**src/core/ipvu_consts.svh**
```systemverilog
/*
  Constants of the interrupt priority and vector unit: sizes, register
  word addresses, field positions and reset values.
  Assumes inclusion by bare name from the package and the design file.
*/
`ifndef IPVU_CONSTS_SVH
`define IPVU_CONSTS_SVH

// Sizes
`define NUM_SRC 118
`define DATA_W 16
`define ADDR_W 6
`define FLAG_WORDS 8
`define FLAG_BITS 128
`define PRIO_WORDS 30
`define PRIO_SLOTS 120
`define SRC_PER_PRIO 4
`define PRIO_STRIDE 4
`define PRIO_W 3
`define N_EV 2
`define SRC_MASK 128'h003F_FFFF_FFFF_FFFF_FFFF_FFFF_FFFF_FFFF

// Register word addresses
`define A_FLAG_BASE 6'h00
`define A_EN_BASE 6'h08
`define A_PRIO_BASE 6'h10
`define A_PEND 6'h2E
`define A_STATUS 6'h2F
`define A_CORE 6'h30
`define A_IRQ_STAT 6'h31
`define A_IRQ_MASK 6'h32

// Field positions
`define PEND_VEC_LSB 0
`define PEND_LVL_LSB 8
`define SR_BITS_LSB 5
`define CORE_TOP_LSB 3
`define EV_NEW 0
`define EV_LOST 1

// Values
`define VEC_OFFSET 7'h08
`define PRIO_RST 3'h0
`define CPU_BITS_RST 3'h0

`endif

```
**src/core/ipvu_pkg.sv**
```systemverilog
/*
  Types of the interrupt priority and vector unit.
  Assumes ipvu_consts.svh is on the include path.
*/
`include "ipvu_consts.svh"

package ipvu_pkg;

  typedef logic [`DATA_W-1:0] word_t;
  typedef logic [`ADDR_W-1:0] addr_t;
  typedef logic [`PRIO_W-1:0] prio_t;

  // Whole state of the unit, registered in one place
  typedef struct packed {
    logic [2:0] pin_sync;
    logic pin_level;
    logic [`FLAG_BITS-1:0] flags;
    logic [`FLAG_BITS-1:0] enables;
    logic [`PRIO_SLOTS-1:0][`PRIO_W-1:0] prio;
    prio_t cpu_bits;
    logic [6:0] vec;
    logic [3:0] lvl;
    logic valid;
    logic [`N_EV-1:0] irq_stat;
    logic [`N_EV-1:0] irq_mask;
    word_t rdata;
  } unit_state_t;

endpackage

```
**src/core/interrupt_priority_vector_unit.sv**
```systemverilog
/*
  Interrupt priority and vector unit: per-source request flags, enables
  and priority fields, selection of the winning request, the pending
  vector register, the CPU priority level and a summary interrupt.
  Assumes one clock; peripheral events are one-cycle pulses on that
  clock; the external pin is asynchronous; the trap logic of the core
  drives the top priority bit.
*/
// How it works
// - Each source has a three-bit priority field, giving eight levels.
// - The chosen request's vector goes into a 7-bit field and its level into a 4-bit field of the pending vector register.
// - The latched level is the priority assigned to the request being presented.
// - Flags, enables and priorities are laid out in natural source order.
// - Source 0 (vector 8) uses flag and enable bit 0 and priority bits 2 to 0 of the first words.
// - The status register holds the low three CPU priority bits at bits 7 to 5.
// - Software writes to those bits change the CPU priority level.
// - A top bit from the core control register completes the four-bit CPU level.
// - The top bit is read-only to software, so traps cannot be masked.
// - A flag is set by its source and stays set until software clears it.
// - Each source has its own enable bit that blocks or passes its request.
`include "ipvu_consts.svh"
`timescale 1ns/1ps
`default_nettype none

module interrupt_priority_vector_unit
  import ipvu_pkg::*;
(
  input wire logic i_clock,
  input wire logic i_rst,
  input wire ipvu_pkg::addr_t i_addr,
  input wire ipvu_pkg::word_t i_wdata,
  input wire logic i_write,
  input wire logic i_read,
  output ipvu_pkg::word_t o_rdata,
  input wire logic [`NUM_SRC-1:0] i_source_event,
  input wire logic i_external_irq_zero,
  input wire logic i_priority_top_bit,
  output logic [6:0] o_vector_number,
  output logic [3:0] o_pending_level,
  output logic o_request_valid,
  output logic [3:0] o_cpu_priority_level,
  output logic o_irq
);

  import ipvu_pkg::*;

  unit_state_t st;
  unit_state_t next_st;
  logic [`FLAG_BITS-1:0] req;
  logic [`FLAG_BITS-1:0] set_vec;
  logic pin_agree;
  logic pin_rise;
  logic [6:0] best_idx;
  prio_t best_prio;
  logic found;
  logic present;
  logic [`N_EV-1:0] ev;
  logic [2:0] fidx;
  logic [4:0] pidx;

  // Word hit test, shared by the read and write decoders
  function automatic logic in_group(input addr_t a, input addr_t base,
                                    input addr_t count);
    in_group = (a >= base) && (a < addr_t'(base + count));
  endfunction

  // Enabled pending requests, one per source
  genvar gi;
  generate
    for (gi = 0; gi < `FLAG_BITS; gi++)
    begin : g_req
      if (gi < `NUM_SRC)
      begin : g_src
        assign req[gi] = st.flags[gi] & st.enables[gi];
      end
      else
      begin : g_pad
        assign req[gi] = 1'b0;
      end
    end
  endgenerate

  // Pin filter: a change counts once the second and third stages agree
  assign pin_agree = st.pin_sync[1] == st.pin_sync[2];
  assign pin_rise = pin_agree && st.pin_sync[2] && !st.pin_level;

  // Source 0 is also set by a filtered rising edge of the external pin
  always_comb
  begin
    set_vec = {{(`FLAG_BITS - `NUM_SRC){1'b0}}, i_source_event};
    set_vec[0] = i_source_event[0] | pin_rise;
  end

  assign fidx = 3'(i_addr - `A_FLAG_BASE);
  assign pidx = 5'(i_addr - `A_PRIO_BASE);

  // Highest priority wins; strict compare keeps the lower number on ties
  always_comb
  begin
    best_idx = 7'h00;
    best_prio = 3'h0;
    found = 1'b0;
    for (int i = 0; i < `NUM_SRC; i++)
    begin
      if (req[i] && (st.prio[i] > best_prio))
      begin
        best_idx = 7'(i);
        best_prio = st.prio[i];
        found = 1'b1;
      end
    end
    // Four-bit CPU level; a set top bit blocks every user source
    present = found &&
              ({1'b0, best_prio} > {i_priority_top_bit, st.cpu_bits});
  end

  // Next state of the whole unit
  always_comb
  begin
    next_st = st;
    next_st.rdata = 16'h0000;

    // Pin synchroniser; stage 0 only feeds stage 1
    next_st.pin_sync = {st.pin_sync[1:0], i_external_irq_zero};
    if (pin_agree)
    begin
      next_st.pin_level = st.pin_sync[2];
    end

    // Register writes
    if (i_write)
    begin
      if (in_group(i_addr, `A_FLAG_BASE, addr_t'(`FLAG_WORDS)))
      begin
        next_st.flags[{fidx, 4'h0} +: `DATA_W] = i_wdata;
      end
      if (in_group(i_addr, `A_EN_BASE, addr_t'(`FLAG_WORDS)))
      begin
        next_st.enables[{3'(i_addr - `A_EN_BASE), 4'h0} +: `DATA_W] =
          i_wdata;
      end
      if (in_group(i_addr, `A_PRIO_BASE, addr_t'(`PRIO_WORDS)))
      begin
        for (int k = 0; k < `SRC_PER_PRIO; k++)
        begin
          next_st.prio[7'({pidx, 2'b00}) + 7'(k)] =
            i_wdata[k * `PRIO_STRIDE +: `PRIO_W];
        end
      end
      if (i_addr == `A_STATUS)
      begin
        next_st.cpu_bits = i_wdata[`SR_BITS_LSB +: `PRIO_W];
      end
      if (i_addr == `A_IRQ_STAT)
      begin
        next_st.irq_stat = st.irq_stat & ~i_wdata[`N_EV-1:0];
      end
      if (i_addr == `A_IRQ_MASK)
      begin
        next_st.irq_mask = i_wdata[`N_EV-1:0];
      end
      // Core control word takes no write: the top bit is trap-owned
    end

    // Source events win over a clear in the same cycle
    next_st.flags = (next_st.flags | set_vec) & `SRC_MASK;
    next_st.enables = next_st.enables & `SRC_MASK;
    for (int s = `NUM_SRC; s < `PRIO_SLOTS; s++)
    begin
      next_st.prio[s] = 3'h0;
    end

    // Pending vector register follows the current winner
    next_st.valid = present;
    next_st.vec = present ? 7'(best_idx + `VEC_OFFSET) : 7'h00;
    next_st.lvl = present ? {1'b0, best_prio} : 4'h0;

    // Events: a new vector presented, and a source firing while pending
    ev[`EV_NEW] = present && (!st.valid || (next_st.vec != st.vec));
    ev[`EV_LOST] = |(set_vec & st.flags);
    next_st.irq_stat = next_st.irq_stat | ev;

    // Read data stand in the cycle after the strobe only
    if (i_read)
    begin
      if (in_group(i_addr, `A_FLAG_BASE, addr_t'(`FLAG_WORDS)))
      begin
        next_st.rdata = st.flags[{fidx, 4'h0} +: `DATA_W];
      end
      else if (in_group(i_addr, `A_EN_BASE, addr_t'(`FLAG_WORDS)))
      begin
        next_st.rdata = st.enables[{3'(i_addr - `A_EN_BASE), 4'h0} +: `DATA_W];
      end
      else if (in_group(i_addr, `A_PRIO_BASE, addr_t'(`PRIO_WORDS)))
      begin
        for (int k = 0; k < `SRC_PER_PRIO; k++)
        begin
          next_st.rdata[k * `PRIO_STRIDE +: `PRIO_W] =
            st.prio[7'({pidx, 2'b00}) + 7'(k)];
        end
      end
      else if (i_addr == `A_PEND)
      begin
        next_st.rdata[`PEND_VEC_LSB +: 7] = st.vec;
        next_st.rdata[`PEND_LVL_LSB +: 4] = st.lvl;
      end
      else if (i_addr == `A_STATUS)
      begin
        next_st.rdata[`SR_BITS_LSB +: `PRIO_W] = st.cpu_bits;
      end
      else if (i_addr == `A_CORE)
      begin
        next_st.rdata[`CORE_TOP_LSB] = i_priority_top_bit;
      end
      else if (i_addr == `A_IRQ_STAT)
      begin
        next_st.rdata[`N_EV-1:0] = st.irq_stat;
      end
      else if (i_addr == `A_IRQ_MASK)
      begin
        next_st.rdata[`N_EV-1:0] = st.irq_mask;
      end
    end
  end

  // State register; priorities reset to a fixed level
  always_ff @(posedge i_clock or posedge i_rst)
  begin
    if (i_rst)
    begin
      st <= '0;
      st.prio <= {`PRIO_SLOTS{`PRIO_RST}};
      st.cpu_bits <= `CPU_BITS_RST;
    end
    else
    begin
      st <= next_st;
    end
  end

  // Outputs straight from state, except the CPU level's top bit, taken from i_priority_top_bit
  assign o_rdata = st.rdata;
  assign o_vector_number = st.vec;
  assign o_pending_level = st.lvl;
  assign o_request_valid = st.valid;
  assign o_cpu_priority_level = {i_priority_top_bit, st.cpu_bits};
  assign o_irq = |(st.irq_stat & st.irq_mask);

endmodule

`default_nettype wire

```
**config.mk**
```make
export PLATFORM = sky130hd
export DESIGN_NAME = interrupt_priority_vector_unit
export DESIGN_NICKNAME = d
export VERILOG_FILES = /design/src/core/ipvu_pkg.sv /design/src/core/interrupt_priority_vector_unit.sv
export VERILOG_INCLUDE_DIRS = /design/src /design/src/core
export SDC_FILE = /design/constraint.sdc
export NUM_CORES = 2
export LEC_CHECK = 0
export BUFFER_PORTS_ARGS = -buffer_cell sky130_fd_sc_hd__buf_4
export CORE_MARGIN = 2
export CORE_UTILIZATION = 30
export DETAILED_ROUTE_END_ITERATION = 8
export PLACE_DENSITY_LB_ADDON = 0.12
export SYNTH_ARGS = -nofsm -noshare
export SYNTH_HDL_FRONTEND = slang
export SYNTH_SLANG_ARGS = --single-unit
```
**constraint.sdc**
```tcl
create_clock -name i_clock -period 173.3 [get_ports i_clock]
set_clock_uncertainty 0.1 [all_clocks]
set_input_delay 25.995 -clock i_clock [delete_from_list [all_inputs] [get_ports i_clock]]
set_output_delay 25.995 -clock i_clock [all_outputs]
set_load 0.03 [all_outputs]
```
==> impl_metrics.toml <==
[global_routing]
grt.total_usage_pct = 32.37
antenna_found_initial = 34
grt-ovfl-total = 0
use_met2_pct = 47.09
grt_use_met3_pct = 6.100
grt_pass1_vias = 43051
grt_max_degree = 93
grt_pass1_wl_um = 359500
grt.busiest_layer = "met2"
gr-usage-met1_pct = 46.79

[yosys]
synthesis.area_sq_um = 46580
synth.most_common_cell = "nand2_1"
synth_cell_types = 133
ys_seq_elements = 628
synth_area_leaders = "dfrtp_1, mux4_2, mux2_2"
synth_common_cells = "nand2_1, dfrtp_1, o21ai_0"
postSynthCellCount = 5280
ys.flop_type = "dfrtp_1"
yosysTopAreaCellShare_pct = 33.73
synthArstFlopShare_pct = 100.0
ys_seq_area_share_pct = 33.73
yosysTopAreaCell = "dfrtp_1"
yosysWarnings = 0
syn_area_per_cell_sq_um = 8.823
synthesis.nets = 5559
synth_edf_count = 0

[final_layout]
final_nets = 5663
fillers = 16272
post_route_cells_drive_above_1_share_pct = 19.11
area_delta_synth_final_pct = 14.71
final_cell_area_sq_um = 53440

[die]
coreArea_sq_um = 154200
die_area_sq_um = 158500
die-height_um = 398.1
rows = 144
die_w_um = 398.1
start_util_pct = 30.21
io-pin-count = 179

[worst_setup_path]
cp-end-kind = "flop"
cp_common_cell = "ha_1"
worst_ep_required_time_ns = 173.75
critical_path_arrival_ns = 162.68
worst-path-buf-inv = 22
cp_top_family = "adder cells"
worst-path-max-fanout = 12
cp_slowest_cell = "dfrtp_2"
crit_path_start_kind = "flop"
slowest_delay_ns = 0.51
critical_path_class = "reg2reg"

[timing]
slew_headroom_pct = 12.68
fmax_ghz = 0.006164
setup_viol = 0
period_minus_slack_ns = 162.23
setup_tns_ns = 0
tightestPinTransition_ns = 1.298
timing.final.ws_setup_ns = 11.07
maxSlewViolCount = 0
hold_viol = 0
period_share_pct = 93.61

[clocking]
clock_tree.root_cell = "clkbuf_16"
clk_latency_ns = 0.73
cts.sinks = 628
clockBufferDepth = 3
cts_buffers = 83
postCtsHoldBufs = 0
cts_tree = "yes"
cts_max_level = 3
cts.clk_slew.worst_paths_ns = 0.06

[placed_design]
port_buffers = 177
dp_slack_ns = 2.224
dp_hpwl_um = 207300
gp_congestion = 1.010
placed_area_sq_um = 50070

[routing]
viasPerCell = 6.192
dr.first_iter.drc_count = 5844
drc = 0
finalWirelength_um = 262000
dr.pass1.iters = 6
num_vias = 46485
wl_per_cell_um = 34.90
detail-route-antenna-nets = 0

[flow_run]
max_cap_viol_count = 0

[pwr]
seqPwrFrac_pct = 26.2
power.internal_w = 0.0004185
p_leak_nw = 22.63
switchingPower_w = 0.0003368
p_comb_share_pct = 49.8
powerDensity_nw_per_um2 = 14.13
p_clk_share_pct = 24.0
ir_worst_vdd_v = 0.000008433
p_sw_share_pct = 44.60

[status]
outcome = "finished clean"

[hold_path]
hold_path_class = "reg2reg"
## stage by stage
stage	hold slack (ns)	cells	utilization [%]	power [W]
2_1_floorplan	0.2312	5280	-	0.0004366
3_3_place_gp	0.2347	7333	32.47	0.0005504
3_5_place_dp	0.2477	7333	32.47	0.0005529
4_1_cts	0.2622	7480	34.25	0.0007367
5_1_grt	0.2649	7494	34.63	0.0008002
6_report	0.2594	7507	34.65	0.0007553
## routing by layer
layer  vias to the layer above  routed length, um
met5                         -                 98
met4                        14              11870
met3                       413              23550
met2                      2393             109400
met1                     23809             117000
li1                      19856                  -
## path summary, 6_finish.rpt
kind                                        startpoint                           end  cells after the start  slack, ns
worst max-delay path                              flop              st[18]$_DFF_PP0_                    923      11.07
worst min-delay path            next_st[653]$_DFF_PP0_        next_st[654]$_DFF_PP0_                      0       0.26
worst max register to register                    flop              st[18]$_DFF_PP0_                    779      11.07
worst min register to register  next_st[653]$_DFF_PP0_        next_st[654]$_DFF_PP0_                      0       0.26
max in group asynchronous                        i_rst  o_vector_number[3]$_DFF_PP0_                      5     144.37
min in group asynchronous                        i_rst           st[651]$_DFFE_PP0N_                      2      25.28
## placed cells by master (no fill, tap or decap), types with 69 or more instances in the layout
cell type,synthesis,routed
clkbuf_16,0,85
mux2i_1,70,69
mux2_2,256,256
buf_4,33,268
a211o_1,101,101
and3_1,107,107
and2_1,93,93
o21ai_0,462,436
nor2_1,447,439
ha_1,133,133
a21oi_1,200,179
inv_1,225,224
maj3_1,101,101
mux4_2,134,134
dfrtp_1,628,626
nand3_1,207,205
nand2_1,757,757
## kinds of logic (layout without fill, tap and decap cells)
family          count (synthesis)  after routing  synth area share (%)
mux                           462            462                 14.24
fa+ha+maj                     236            236                 5.791
flops                         628            628                 33.73
simple gates                 1953           1953                 19.42
compound gates               1519           1519                 22.61
other cells                     1             18              0.008050
buf+inv                       478            644                 4.144
xor+xnor                        3              3               0.05641
## worst reg2reg max path: cells and delay by family (launching register included)
family | cells | cell delay [ns]
buffers and inverters | 22 | 1.87
flip-flops | 1 | 0.51
adder cells (fa/ha/maj) | 205 | 62.68
multiplexers | 18 | 6.13
AND/OR/NAND/NOR | 240 | 33.23
AO/OA/AOI/OAI | 294 | 57.51
## power by group through the flow
stage / registers [W] / logic, W / clock network (W)
CTS: 0.000196 / 0.000357 / 0.000184
detailed placement: 0.000199 / 0.000354 / 0
finish: 0.000198 / 0.000376 / 0.000181
global placement: 0.000199 / 0.000351 / 0
floorplan: 0.000180 / 0.000257 / 0
global route: 0.000199 / 0.000412 / 0.000189
## area by class of cell
class | count | area (sq um) | area share (%)
Antenna cell | 17 | 42.54 | 0.07961
Clock buffer | 117 | 2377 | 4.449
Clock inverter | 30 | 367.9 | 0.6884
Inverter | 227 | 859.6 | 1.609
Multi-Input combinational cell | 4174 | 29480 | 55.16
Sequential cell | 628 | 15720 | 29.41
Tap cell | 2044 | 2557 | 4.786
Timing Repair Buffer | 270 | 2038 | 3.814
## what timing repair did
action | 4_1_cts | 5_1_grt
buffers inserted | 0 | 10
resized for setup | 0 | 135
setup endpoints to repair | 0 | 12
(Power assumes the default switching activity.)
